==> src/design/pfcp_defines.svh <==
// Timing counts for the power-factor pulse and protection logic
`ifndef PFCP_DEFINES_SVH
`define PFCP_DEFINES_SVH
`define PFCP_CLK_MHZ 250
`define PFCP_MIN_OFF_NS 600
`define PFCP_MIN_OFF_CYC ((`PFCP_MIN_OFF_NS * `PFCP_CLK_MHZ + 999) / 1000)
`define PFCP_PCL_GLITCH_NS 200
`define PFCP_PCL_GLITCH_CYC ((`PFCP_PCL_GLITCH_NS * `PFCP_CLK_MHZ + 999) / 1000)
`define PFCP_SECOND_OVERVOLT_FAULT_US 12
`define PFCP_SECOND_OVERVOLT_FAULT_CYC (`PFCP_SECOND_OVERVOLT_FAULT_US * `PFCP_CLK_MHZ)
`define PFCP_BROWN_US 20
`define PFCP_BROWN_CYC (`PFCP_BROWN_US * `PFCP_CLK_MHZ)
`define PFCP_OLP_US 1
`define PFCP_OLP_CYC (`PFCP_OLP_US * `PFCP_CLK_MHZ)
`define PFCP_SW_KHZ 65
`define PFCP_PERIOD_CYC (`PFCP_CLK_MHZ * 1000 / `PFCP_SW_KHZ)
`define PFCP_DUTY_CEILING_PCT 95
`define PFCP_MAX_ON_CYC (`PFCP_PERIOD_CYC * `PFCP_DUTY_CEILING_PCT / 100)
`define PFCP_ADDR_CTRL 32'h0000_0000
`define PFCP_ADDR_STAT 32'h0000_0004
`define PFCP_CTRL_RST 32'h0000_0000
`endif

==> src/design/pfcp_pkg.sv <==
// Types for the power-factor pulse and protection logic
package pfcp_pkg;
  typedef enum logic [1:0] {
    PFCP_OFF = 2'b00,
    PFCP_MINOFF = 2'b01,
    PFCP_RAMP = 2'b10,
    PFCP_ON = 2'b11
  } pfcp_phase_e;
  typedef enum logic [1:0] {
    PFCP_RUN_STOP = 2'b00,
    PFCP_RUN_SOFT = 2'b01,
    PFCP_RUN_NORM = 2'b10,
    PFCP_RUN_LATCH = 2'b11
  } pfcp_run_e;
  // Comparator results from the analog front end, all active high
  typedef struct packed {
    logic ramp_cross;
    logic peak_trip;
    logic line_above_125;
    logic line_above_100;
    logic line_below_230;
    logic fb_below_050;
    logic fb_above_270;
    logic fb_below_rated;
    logic fb_above_095;
    logic fb_below_bgthr;
    logic second_overvolt_fault_above_250;
    logic second_overvolt_fault_below_230;
    logic thr_below_050;
    logic thr_high_load;
    logic load_below_050;
  } pfcp_cmp_s;
  typedef struct packed {
    logic gate;
    logic ramp_release;
    logic bulk_good_out;
    logic follower_on;
    logic hyst_res_on;
  } pfcp_out_s;
endpackage

==> src/design/pfcp_top.sv <==
// Gate, fault sequencing and status slave of the power-factor controller
//
// Local design decisions: the register offsets and the Wishbone register port.
`timescale 1ns/1ps
`include "pfcp_defines.svh"

module pfcp_top #(
  parameter int SECOND_OVERVOLT_FAULT_CYC = `PFCP_SECOND_OVERVOLT_FAULT_CYC,
  parameter int BROWN_CYC = `PFCP_BROWN_CYC
) (
  // Clock and reset
  input wire logic clk_i,
  input wire logic rst_i,
  // Supply lockout, high while supply is below threshold
  input wire logic supply_lockout_i,
  // Comparator results
  input wire pfcp_pkg::pfcp_cmp_s cmp_i,
  // Wishbone slave
  input wire logic wb_cyc_i,
  input wire logic wb_stb_i,
  input wire logic wb_we_i,
  input wire logic [31:0] wb_adr_i,
  input wire logic [3:0] wb_sel_i,
  input wire logic [31:0] wb_dat_i,
  output logic [31:0] wb_dat_o,
  output logic wb_ack_o,
  // Analog controls
  output pfcp_pkg::pfcp_out_s out_o
);
  import pfcp_pkg::*;

  localparam int MINOFF = `PFCP_MIN_OFF_CYC;
  localparam int GLITCH = `PFCP_PCL_GLITCH_CYC;
  localparam int OPEN_LOOP_FAULT = `PFCP_OLP_CYC;
  localparam int PERIOD = `PFCP_PERIOD_CYC;
  localparam int MAXON = `PFCP_MAX_ON_CYC;

  pfcp_cmp_s sync1_reg;
  pfcp_cmp_s cmp_reg;
  logic lock1_reg;
  logic lock_reg;

  // Two stage synchroniser; first stage feeds only the second
  always_ff @(posedge clk_i)
  begin
    if (rst_i)
    begin
      sync1_reg <= '0;
      cmp_reg <= '0;
      lock1_reg <= 1'b1;
      lock_reg <= 1'b1;
    end
    else
    begin
      sync1_reg <= cmp_i;
      cmp_reg <= sync1_reg;
      lock1_reg <= supply_lockout_i;
      lock_reg <= lock1_reg;
    end
  end

  // Peak deglitch
  logic [7:0] glitch_reg;
  logic peak_reg;
  always_ff @(posedge clk_i)
  begin
    if (rst_i || !cmp_reg.peak_trip)
    begin
      glitch_reg <= 8'h00;
      peak_reg <= 1'b0;
    end
    else if (glitch_reg < 8'(GLITCH - 1))
      glitch_reg <= glitch_reg + 8'h01;
    else
      peak_reg <= 1'b1;
  end

  // Persistence counters
  logic [15:0] brown_cnt_reg;
  logic [15:0] olp_cnt_reg;
  logic [15:0] second_overvolt_fault_cnt_reg;
  logic brown_reg;
  logic olp_reg;
  logic second_overvolt_fault_reg;
  logic first_overvolt_fault_reg;
  logic mode_latch_reg;
  logic mode_seen_reg;
  pfcp_run_e run_reg;

  always_ff @(posedge clk_i)
  begin
    if (rst_i || cmp_reg.line_above_100)
      brown_cnt_reg <= 16'h0000;
    else if (brown_cnt_reg < 16'(BROWN_CYC))
      brown_cnt_reg <= brown_cnt_reg + 16'h0001;
  end

  always_ff @(posedge clk_i)
  begin
    if (rst_i || !cmp_reg.fb_below_050)
      olp_cnt_reg <= 16'h0000;
    else if (olp_cnt_reg < 16'(OPEN_LOOP_FAULT))
      olp_cnt_reg <= olp_cnt_reg + 16'h0001;
  end

  always_ff @(posedge clk_i)
  begin
    if (rst_i || !cmp_reg.second_overvolt_fault_above_250)
      second_overvolt_fault_cnt_reg <= 16'h0000;
    else if (second_overvolt_fault_cnt_reg < 16'(SECOND_OVERVOLT_FAULT_CYC))
      second_overvolt_fault_cnt_reg <= second_overvolt_fault_cnt_reg + 16'h0001;
  end

  // Fault flags; all but the open-loop flag release with hysteresis
  always_ff @(posedge clk_i)
  begin
    if (rst_i || lock_reg)
    begin
      brown_reg <= 1'b1;
      olp_reg <= 1'b1;
      second_overvolt_fault_reg <= 1'b0;
      first_overvolt_fault_reg <= 1'b0;
    end
    else
    begin
      if (brown_cnt_reg == 16'(BROWN_CYC))
        brown_reg <= 1'b1;
      else if (cmp_reg.line_above_125)
        brown_reg <= 1'b0;
      if (olp_cnt_reg == 16'(OPEN_LOOP_FAULT))
        olp_reg <= 1'b1;
      else if (!cmp_reg.fb_below_050)
        olp_reg <= 1'b0;
      // Held until its own window is exited
      if (cmp_reg.second_overvolt_fault_above_250)
        second_overvolt_fault_reg <= 1'b1;
      else if (cmp_reg.second_overvolt_fault_below_230)
        second_overvolt_fault_reg <= 1'b0;
      if (cmp_reg.fb_above_270)
        first_overvolt_fault_reg <= 1'b1;
      else if (cmp_reg.fb_below_rated)
        first_overvolt_fault_reg <= 1'b0;
    end
  end

  // Mode strap caught once after lockout release
  always_ff @(posedge clk_i)
  begin
    if (rst_i || lock_reg)
    begin
      mode_seen_reg <= 1'b0;
      mode_latch_reg <= 1'b0;
    end
    else if (!mode_seen_reg)
    begin
      mode_seen_reg <= 1'b1;
      mode_latch_reg <= cmp_reg.thr_high_load;
    end
  end

  logic stop_cond;
  logic second_overvolt_fault_long;
  assign second_overvolt_fault_long = second_overvolt_fault_cnt_reg == 16'(SECOND_OVERVOLT_FAULT_CYC);
  assign stop_cond = brown_reg || olp_reg || cmp_reg.thr_below_050 ||
                     !mode_seen_reg;

  // Run sequencer
  always_ff @(posedge clk_i)
  begin
    if (rst_i || lock_reg)
      run_reg <= PFCP_RUN_STOP;
    else
    begin
      case (run_reg)
        PFCP_RUN_LATCH: run_reg <= PFCP_RUN_LATCH;
        default:
        begin
          if (second_overvolt_fault_long && mode_latch_reg)
            run_reg <= PFCP_RUN_LATCH;
          else if (stop_cond || (second_overvolt_fault_long && second_overvolt_fault_reg))
            run_reg <= PFCP_RUN_STOP;
          else if (run_reg == PFCP_RUN_STOP)
            run_reg <= PFCP_RUN_SOFT;
          else if (run_reg == PFCP_RUN_SOFT && cmp_reg.fb_above_095)
            run_reg <= PFCP_RUN_NORM;
        end
      endcase
    end
  end

  logic running;
  logic gate_block;
  assign running = run_reg == PFCP_RUN_SOFT || run_reg == PFCP_RUN_NORM;
  // Either stage alone blocks the gate
  assign gate_block = !running || first_overvolt_fault_reg || second_overvolt_fault_reg ||
                      cmp_reg.second_overvolt_fault_above_250 || lock_reg;

  // Pulse-width cycle
  pfcp_phase_e phase_reg;
  logic [15:0] period_reg;
  logic [15:0] off_cnt_reg;
  logic limit_reg;
  always_ff @(posedge clk_i)
  begin
    if (rst_i)
      period_reg <= 16'h0000;
    else if (period_reg == 16'(PERIOD - 1))
      period_reg <= 16'h0000;
    else
      period_reg <= period_reg + 16'h0001;
  end

  always_ff @(posedge clk_i)
  begin
    if (rst_i || period_reg == 16'(PERIOD - 1))
    begin
      phase_reg <= PFCP_MINOFF;
      off_cnt_reg <= 16'h0000;
      limit_reg <= 1'b0;
    end
    else
    begin
      if (peak_reg)
        limit_reg <= 1'b1;
      case (phase_reg)
        PFCP_MINOFF:
        begin
          off_cnt_reg <= off_cnt_reg + 16'h0001;
          if (off_cnt_reg == 16'(MINOFF - 1))
            phase_reg <= PFCP_RAMP;
        end
        PFCP_RAMP:
          if (cmp_reg.ramp_cross)
            phase_reg <= PFCP_ON;
        PFCP_ON:
          if (period_reg >= 16'(MAXON - 1))
            phase_reg <= PFCP_OFF;
        PFCP_OFF: phase_reg <= PFCP_OFF;
        default: phase_reg <= PFCP_OFF;
      endcase
    end
  end

  logic bulk_good_reg;
  always_ff @(posedge clk_i)
  begin
    if (rst_i || !running)
      bulk_good_reg <= 1'b0;
    else if (run_reg == PFCP_RUN_SOFT && cmp_reg.fb_above_095)
      bulk_good_reg <= 1'b1;
    else if (cmp_reg.fb_below_bgthr)
      bulk_good_reg <= 1'b0;
  end

  logic follow_next;
  assign follow_next = run_reg == PFCP_RUN_NORM && cmp_reg.line_below_230 &&
                       cmp_reg.load_below_050;

  always_ff @(posedge clk_i)
  begin
    if (rst_i)
      out_o <= '0;
    else
    begin
      // Gate only in on phase without limit
      out_o.gate <= phase_reg == PFCP_ON && !limit_reg && !peak_reg &&
                    !gate_block && period_reg != 16'(PERIOD - 1);
      out_o.ramp_release <= phase_reg == PFCP_RAMP;
      out_o.bulk_good_out <= bulk_good_reg;
      out_o.follower_on <= follow_next;
      out_o.hyst_res_on <= follow_next;
    end
  end

  // Wishbone: control word and live status, ack one cycle after request
  logic [31:0] ctrl_reg;
  logic hit_ctrl;
  logic hit_stat;
  assign hit_ctrl = wb_adr_i == `PFCP_ADDR_CTRL;
  assign hit_stat = wb_adr_i == `PFCP_ADDR_STAT;
  always_ff @(posedge clk_i)
  begin
    if (rst_i)
      wb_ack_o <= 1'b0;
    else
      wb_ack_o <= wb_cyc_i && wb_stb_i && !wb_ack_o;
  end

  always_ff @(posedge clk_i)
  begin
    if (rst_i)
      ctrl_reg <= `PFCP_CTRL_RST;
    // Write lands on the edge where the master sees ack, not before
    else if (wb_cyc_i && wb_stb_i && wb_we_i && wb_ack_o && hit_ctrl)
    begin
      for (int i = 0; i < 4; i++)
        if (wb_sel_i[i])
          ctrl_reg[i*8 +: 8] <= wb_dat_i[i*8 +: 8];
    end
  end

  always_ff @(posedge clk_i)
  begin
    if (rst_i)
      wb_dat_o <= 32'h0000_0000;
    else if (hit_ctrl)
      wb_dat_o <= ctrl_reg;
    else if (hit_stat)
      wb_dat_o <= {20'h00000, mode_latch_reg, first_overvolt_fault_reg, second_overvolt_fault_reg,
                   olp_reg, brown_reg, limit_reg, phase_reg,
                   run_reg, bulk_good_reg, lock_reg};
    else
      wb_dat_o <= 32'h0000_0000;
  end

  p_gate_lock: assert property (@(posedge clk_i) disable iff (rst_i)
    lock_reg |=> !out_o.gate)
    else $error("gate high under lockout");
  p_minoff_low: assert property (@(posedge clk_i) disable iff (rst_i)
    (period_reg == 16'h0000) |-> ##1 !out_o.gate [*8])
    else $error("gate during minimum off");
  p_ramp_late: assert property (@(posedge clk_i) disable iff (rst_i)
    $rose(phase_reg == PFCP_RAMP) |-> off_cnt_reg == 16'(MINOFF))
    else $error("ramp released early");
  p_peak_off: assert property (@(posedge clk_i) disable iff (rst_i)
    peak_reg |=> !out_o.gate)
    else $error("gate on after peak trip");
  p_glitch: assert property (@(posedge clk_i) disable iff (rst_i)
    $rose(peak_reg) |-> $past(cmp_reg.peak_trip, 50))
    else $error("deglitch too short");
  p_second_overvolt_fault_off: assert property (@(posedge clk_i) disable iff (rst_i)
    cmp_reg.second_overvolt_fault_above_250 |=> !out_o.gate)
    else $error("gate on during second overvoltage");
  p_follow_soft: assert property (@(posedge clk_i) disable iff (rst_i)
    (run_reg == PFCP_RUN_SOFT) |=> !out_o.follower_on)
    else $error("follower during soft-start");
  p_latch_hold: assert property (@(posedge clk_i) disable iff (rst_i)
    (run_reg == PFCP_RUN_LATCH && !lock_reg) |=> run_reg == PFCP_RUN_LATCH)
    else $error("latched fault released");
  p_duty: assert property (@(posedge clk_i) disable iff (rst_i)
    out_o.gate |-> period_reg <= 16'(MAXON + 1))
    else $error("duty ceiling exceeded");
endmodule

==> config.mk <==
export PLATFORM = sky130hd
export DESIGN_NAME = pfcp_top
export DESIGN_NICKNAME = d
export VERILOG_FILES = /design/src/design/pfcp_pkg.sv /design/src/design/pfcp_top.sv
export VERILOG_INCLUDE_DIRS = /design/src /design/src/design
export SDC_FILE = /design/constraint.sdc
export NUM_CORES = 1
export LEC_CHECK = 0
export BUFFER_PORTS_ARGS = -buffer_cell sky130_fd_sc_hd__buf_2
export CORE_ASPECT_RATIO = 1.1
export CORE_MARGIN = 1
export CORE_UTILIZATION = 29
export CTS_BUF_LIST = sky130_fd_sc_hd__clkbuf_4
export DETAILED_ROUTE_END_ITERATION = 10
export PLACE_DENSITY_LB_ADDON = 0.12
export SYNTH_ARGS = -nofsm -noshare
export SYNTH_HDL_FRONTEND = slang
export SYNTH_SLANG_ARGS = --single-unit
==> constraint.sdc <==
create_clock -name clk_i -period 2.5 [get_ports clk_i]
set_input_delay 0.625 -clock clk_i [delete_from_list [all_inputs] [get_ports clk_i]]
set_output_delay 0.625 -clock clk_i [all_outputs]
set_load 0.02 [all_outputs]
==> summary by stage <==
Pwr
Of the total power, the share spent switching nets is 24.64%. The power share of the clock group is between 40% and 50%. Summed over all nets, the switching power comes to 1.612 mW. VDD sags by at most 0.2525 mV.

The internal power of the cells totals 4.930 mW. Power spread over the standard cell area amounts to 677.5 nW/µm². Combinational cells account for 6.4% of the total power. Sequential cells account for 51.3% of the total power.

The static power due to leakage is 3.850 nW. The total power is 6.542 mW.

Synthesis
In this run, synthesis inferred 0 flip-flops with an integrated enable. Ranked by total cell area, the synthesized netlist is headed by sky130_fd_sc_hd__dfxtp_1, sky130_fd_sc_hd__mux2i_1, sky130_fd_sc_hd__nor2_1. The post-synthesis cell type count is 50. The post-synthesis area per instance is 9.901 µm².

The area share of the largest cell type after synthesis is 51.51%. The net count after synthesis is approximately 900. The number of register bits inferred by synthesis is 202. The library cell with the largest summed area after synthesis is sky130_fd_sc_hd__dfxtp_1. The most frequently used flop master after synthesis is sky130_fd_sc_hd__dfxtp_1. For this run, asynchronously set or reset flops after synthesis account for 0%. Sequential cells were found to cover approximately half of the synthesized design area. The mapped netlist covers 7851 µm². Synthesis produced 793 cells. The number of warnings printed during yosys synthesis is 0.

Critical path
The required time at the endpoint of the critical path is 3.09 ns. The critical path endpoint category is a flop. The arrival time of data at the critical path endpoint is 2.47 ns.

The path type of the worst setup path is flop to flop. The largest fanout on the critical path is 28. STA classifies the critical path startpoint as a flop. The register-to-register setup slack is 0.62 ns.

Clock network
The tree is rooted in a sky130_fd_sc_hd__clkbuf_4. The H-tree generated during clock tree synthesis spans 2 levels. For the worst-skew pair, the clock arrives at the later sink with an insertion delay of 0.66 ns.

The quantity of hold-fixing buffers added after cts is 0. The clock transition at the registers of the reported paths is 0.06 ns. Post-CTS repair changed the size of 0 cells. The number of buffers inserted by post-CTS setup repair is 0.

TritonCTS built the clock tree. Clock tree synthesis inserted a total of 56 buffers. The clock sink count is approximately 200. The clock passes through at most 3 buffers.

Die
The die is roughly 170 µm tall. The die footprint is 27740 µm². Measured along the x axis, the die boundary spans 158.9 µm. The total core area is 26380 µm².

The number of rows in the core area is 62. The number of top-level design ports is ~130. Once the floorplan was initialized, standard cells occupied slightly below 30% of the core.

Finish
With fillers left out, the area of the finished cells amounts to 9657 µm². The area growth from synthesis to layout is 23.00%. In the final layout, the multi-input gates occupy 3573 µm². The fraction of layout cells with a size suffix above 1 is 26.72%. The total of fill cells in the finished design is 2747.

The sequential cell area in the final layout is approximately 4000 µm². The net total in the final layout is 1074.

Placement
The post-placement setup slack is 0.1072 ns. The HPWL after detailed placement is 12200 µm. The weighted congestion at the end of routability-driven global placement is ~0.73. Summing all placed instances gives a cell area of roughly 9000 µm².

The count of buffers inserted at the top-level ports is 126.

Detailed routing
After detailed routing, the average wire length per cell comes to approximately 13 µm. The routed layout has 5832 vias. The via count normalized by instance count is 4.298.

In this run, the number of DRC markers left after iteration 0 of detailed routing was 216. The pre-antenna-repair detailed-routing pass consisted of 4 iterations. The DRC violations left is 0. The post-detailed-routing wire length is roughly 17000 µm. The count of nets left with antenna violations once routing finished came out at 0.

STA
The minimum clock period is between 1.5 and 2 ns. The number of hold violations in the final report is 0. The final worst clock skew is 0.02822 ns. The worst hold margin is 0.1736 ns. Setup repair after global routing left no endpoint under its margin.

Across all setup checks in the final design, the least slack found is 0.6187 ns. For this run, the top clock speed supported by timing is between 500 and 600 MHz. The final number of max-transition violations was 0. The worst pin sits at a relative slew slack of 64.82%.

The total negative slack is 0 ns. The final setup violation count is 0. The final worst-path cycle share is 75.25%. The slew of the pin with the lowest slew margin is 0.5203 ns.

Global routing
The via count of the first global-routing pass is 5797. The final global-route overflow total is 0. The initial antenna violation count is 4. The global-route wire length before repair is between 20000 and 30000 µm. The overall routing resource usage is 12.81%.

The largest net degree at the start of global routing is 34.

Flow run
The number of max-cap violations is 0.

Status
The run finished with clean final reports.

Min path
The type of the tightest min-delay check is input pin to flop.
[cell usage after synthesis (all sizes together), types with 13 or more instances]
master	n
nor3	19
a21oi	15
and2	37
ha	20
nand3	27
nor2	142
and3	13
xnor2	35
nand2	25
xor2	20
dfxtp	202
clkbuf	19
mux2i	47
nand4	15
inv	30
nor4	20
nor2b	34
[cells in the final DEF (no fill, tap or decap), types with 3 or more instances in the layout]
cell type,count
sky130_fd_sc_hd__dfxtp_1,202
sky130_fd_sc_hd__o21ai_1,5
sky130_fd_sc_hd__mux2i_1,47
sky130_fd_sc_hd__nor2_1,122
sky130_fd_sc_hd__buf_4,13
sky130_fd_sc_hd__clkinv_1,14
sky130_fd_sc_hd__a31oi_1,6
sky130_fd_sc_hd__nand2b_1,6
sky130_fd_sc_hd__and3_1,13
sky130_fd_sc_hd__nor3_1,19
sky130_fd_sc_hd__buf_12,5
sky130_fd_sc_hd__nor4_4,8
sky130_fd_sc_hd__ha_1,20
sky130_fd_sc_hd__buf_2,125
sky130_fd_sc_hd__nand2_1,25
sky130_fd_sc_hd__or3_1,5
sky130_fd_sc_hd__and4_1,5
sky130_fd_sc_hd__inv_2,7
sky130_fd_sc_hd__nor2_2,20
sky130_fd_sc_hd__inv_1,25
sky130_fd_sc_hd__nor4b_1,4
sky130_fd_sc_hd__nor4_2,3
sky130_fd_sc_hd__or4_1,3
sky130_fd_sc_hd__nand3_1,27
sky130_fd_sc_hd__nor3b_1,3
sky130_fd_sc_hd__nor4bb_1,3
sky130_fd_sc_hd__clkbuf_4,79
sky130_fd_sc_hd__xor2_1,20
sky130_fd_sc_hd__or2_2,3
sky130_fd_sc_hd__nand4_1,13
sky130_fd_sc_hd__xnor2_1,35
sky130_fd_sc_hd__o21ai_0,3
sky130_fd_sc_hd__nor2b_1,34
sky130_fd_sc_hd__nor4_1,9
sky130_fd_sc_hd__a21oi_1,15
sky130_fd_sc_hd__and2_1,37
[final timing paths]
path                    startpoint            to  depth (start not counted)
setup / recovery    period_reg[12]  phase_reg[0]                          6
setup reg to reg    period_reg[12]  phase_reg[0]                          6
hold reg to reg          lock1_reg      lock_reg                          1
hold / removal    supply_lockout_i     lock1_reg                          2
[critical path, cell delays in order (launching register included)]
cell and delay [ns]:
sky130_fd_sc_hd__dfxtp_1 0.34, sky130_fd_sc_hd__or4_1 0.56, sky130_fd_sc_hd__nor3_1 0.19, sky130_fd_sc_hd__a31o_2 0.34, sky130_fd_sc_hd__buf_12 0.22, sky130_fd_sc_hd__a211oi_1 0.07, sky130_fd_sc_hd__a21oi_1 0.12
[kinds of logic (layout without fill, tap and decap cells)]
group	Yosys count	count (layout)	synth area share (%)
buffers and inverters	59	269	2.980
and+or+nand+nor	368	368	26.63
adders and majority gates	20	20	3.187
DFF	202	202	51.51
other	0	2	0
xor gates and xnor gates	55	55	6.135
muxes	47	47	5.992
AOI/OAI and AO/OA	42	42	3.570
[layer usage]
metal	up-vias	wire length [µm]	part of all wire, %	global-route usage [%]
met1	2600	7820	45	15.39
met2	141	7993	46	21.14
li1	3035	-	-	-
met5	-	27	0.16	0
met3	52	1046	6.0	3.988
met4	4	459	2.6	5.369
[power by group through the flow]
stage	sequential (mW)	combinational, mW	clock (mW)
final	3.36	0.419	2.76
after global routing	3.37	0.477	3.10
after CTS	3.36	0.430	2.92
after detailed placement	3.43	0.427	0
after global placement	3.43	0.427	0
after floorplan	3.41	0.253	0
[final cells by class]
| type | instances | area share (%) |
|---|---|---|
| Sequential cell | 202 | 41.88 |
| Multi-Input combinational cell | 532 | 37.00 |
| Timing Repair Buffer | 143 | 8.526 |
| Clock buffer | 79 | 6.141 |
| Tap cell | 352 | 4.561 |
| Inverter | 30 | 1.166 |
| Clock inverter | 17 | 0.6737 |
| Antenna cell | 2 | 0.05183 |
[stage by stage]
stage          util (%)  cells
2_1_floorplan         -    793
3_3_place_gp      34.10   1259
3_5_place_dp      34.10   1259
4_1_cts           36.59   1355
5_1_grt           36.60   1356
6_report          36.61   1357
No activity file was read; power rests on OpenSTA's default activity.
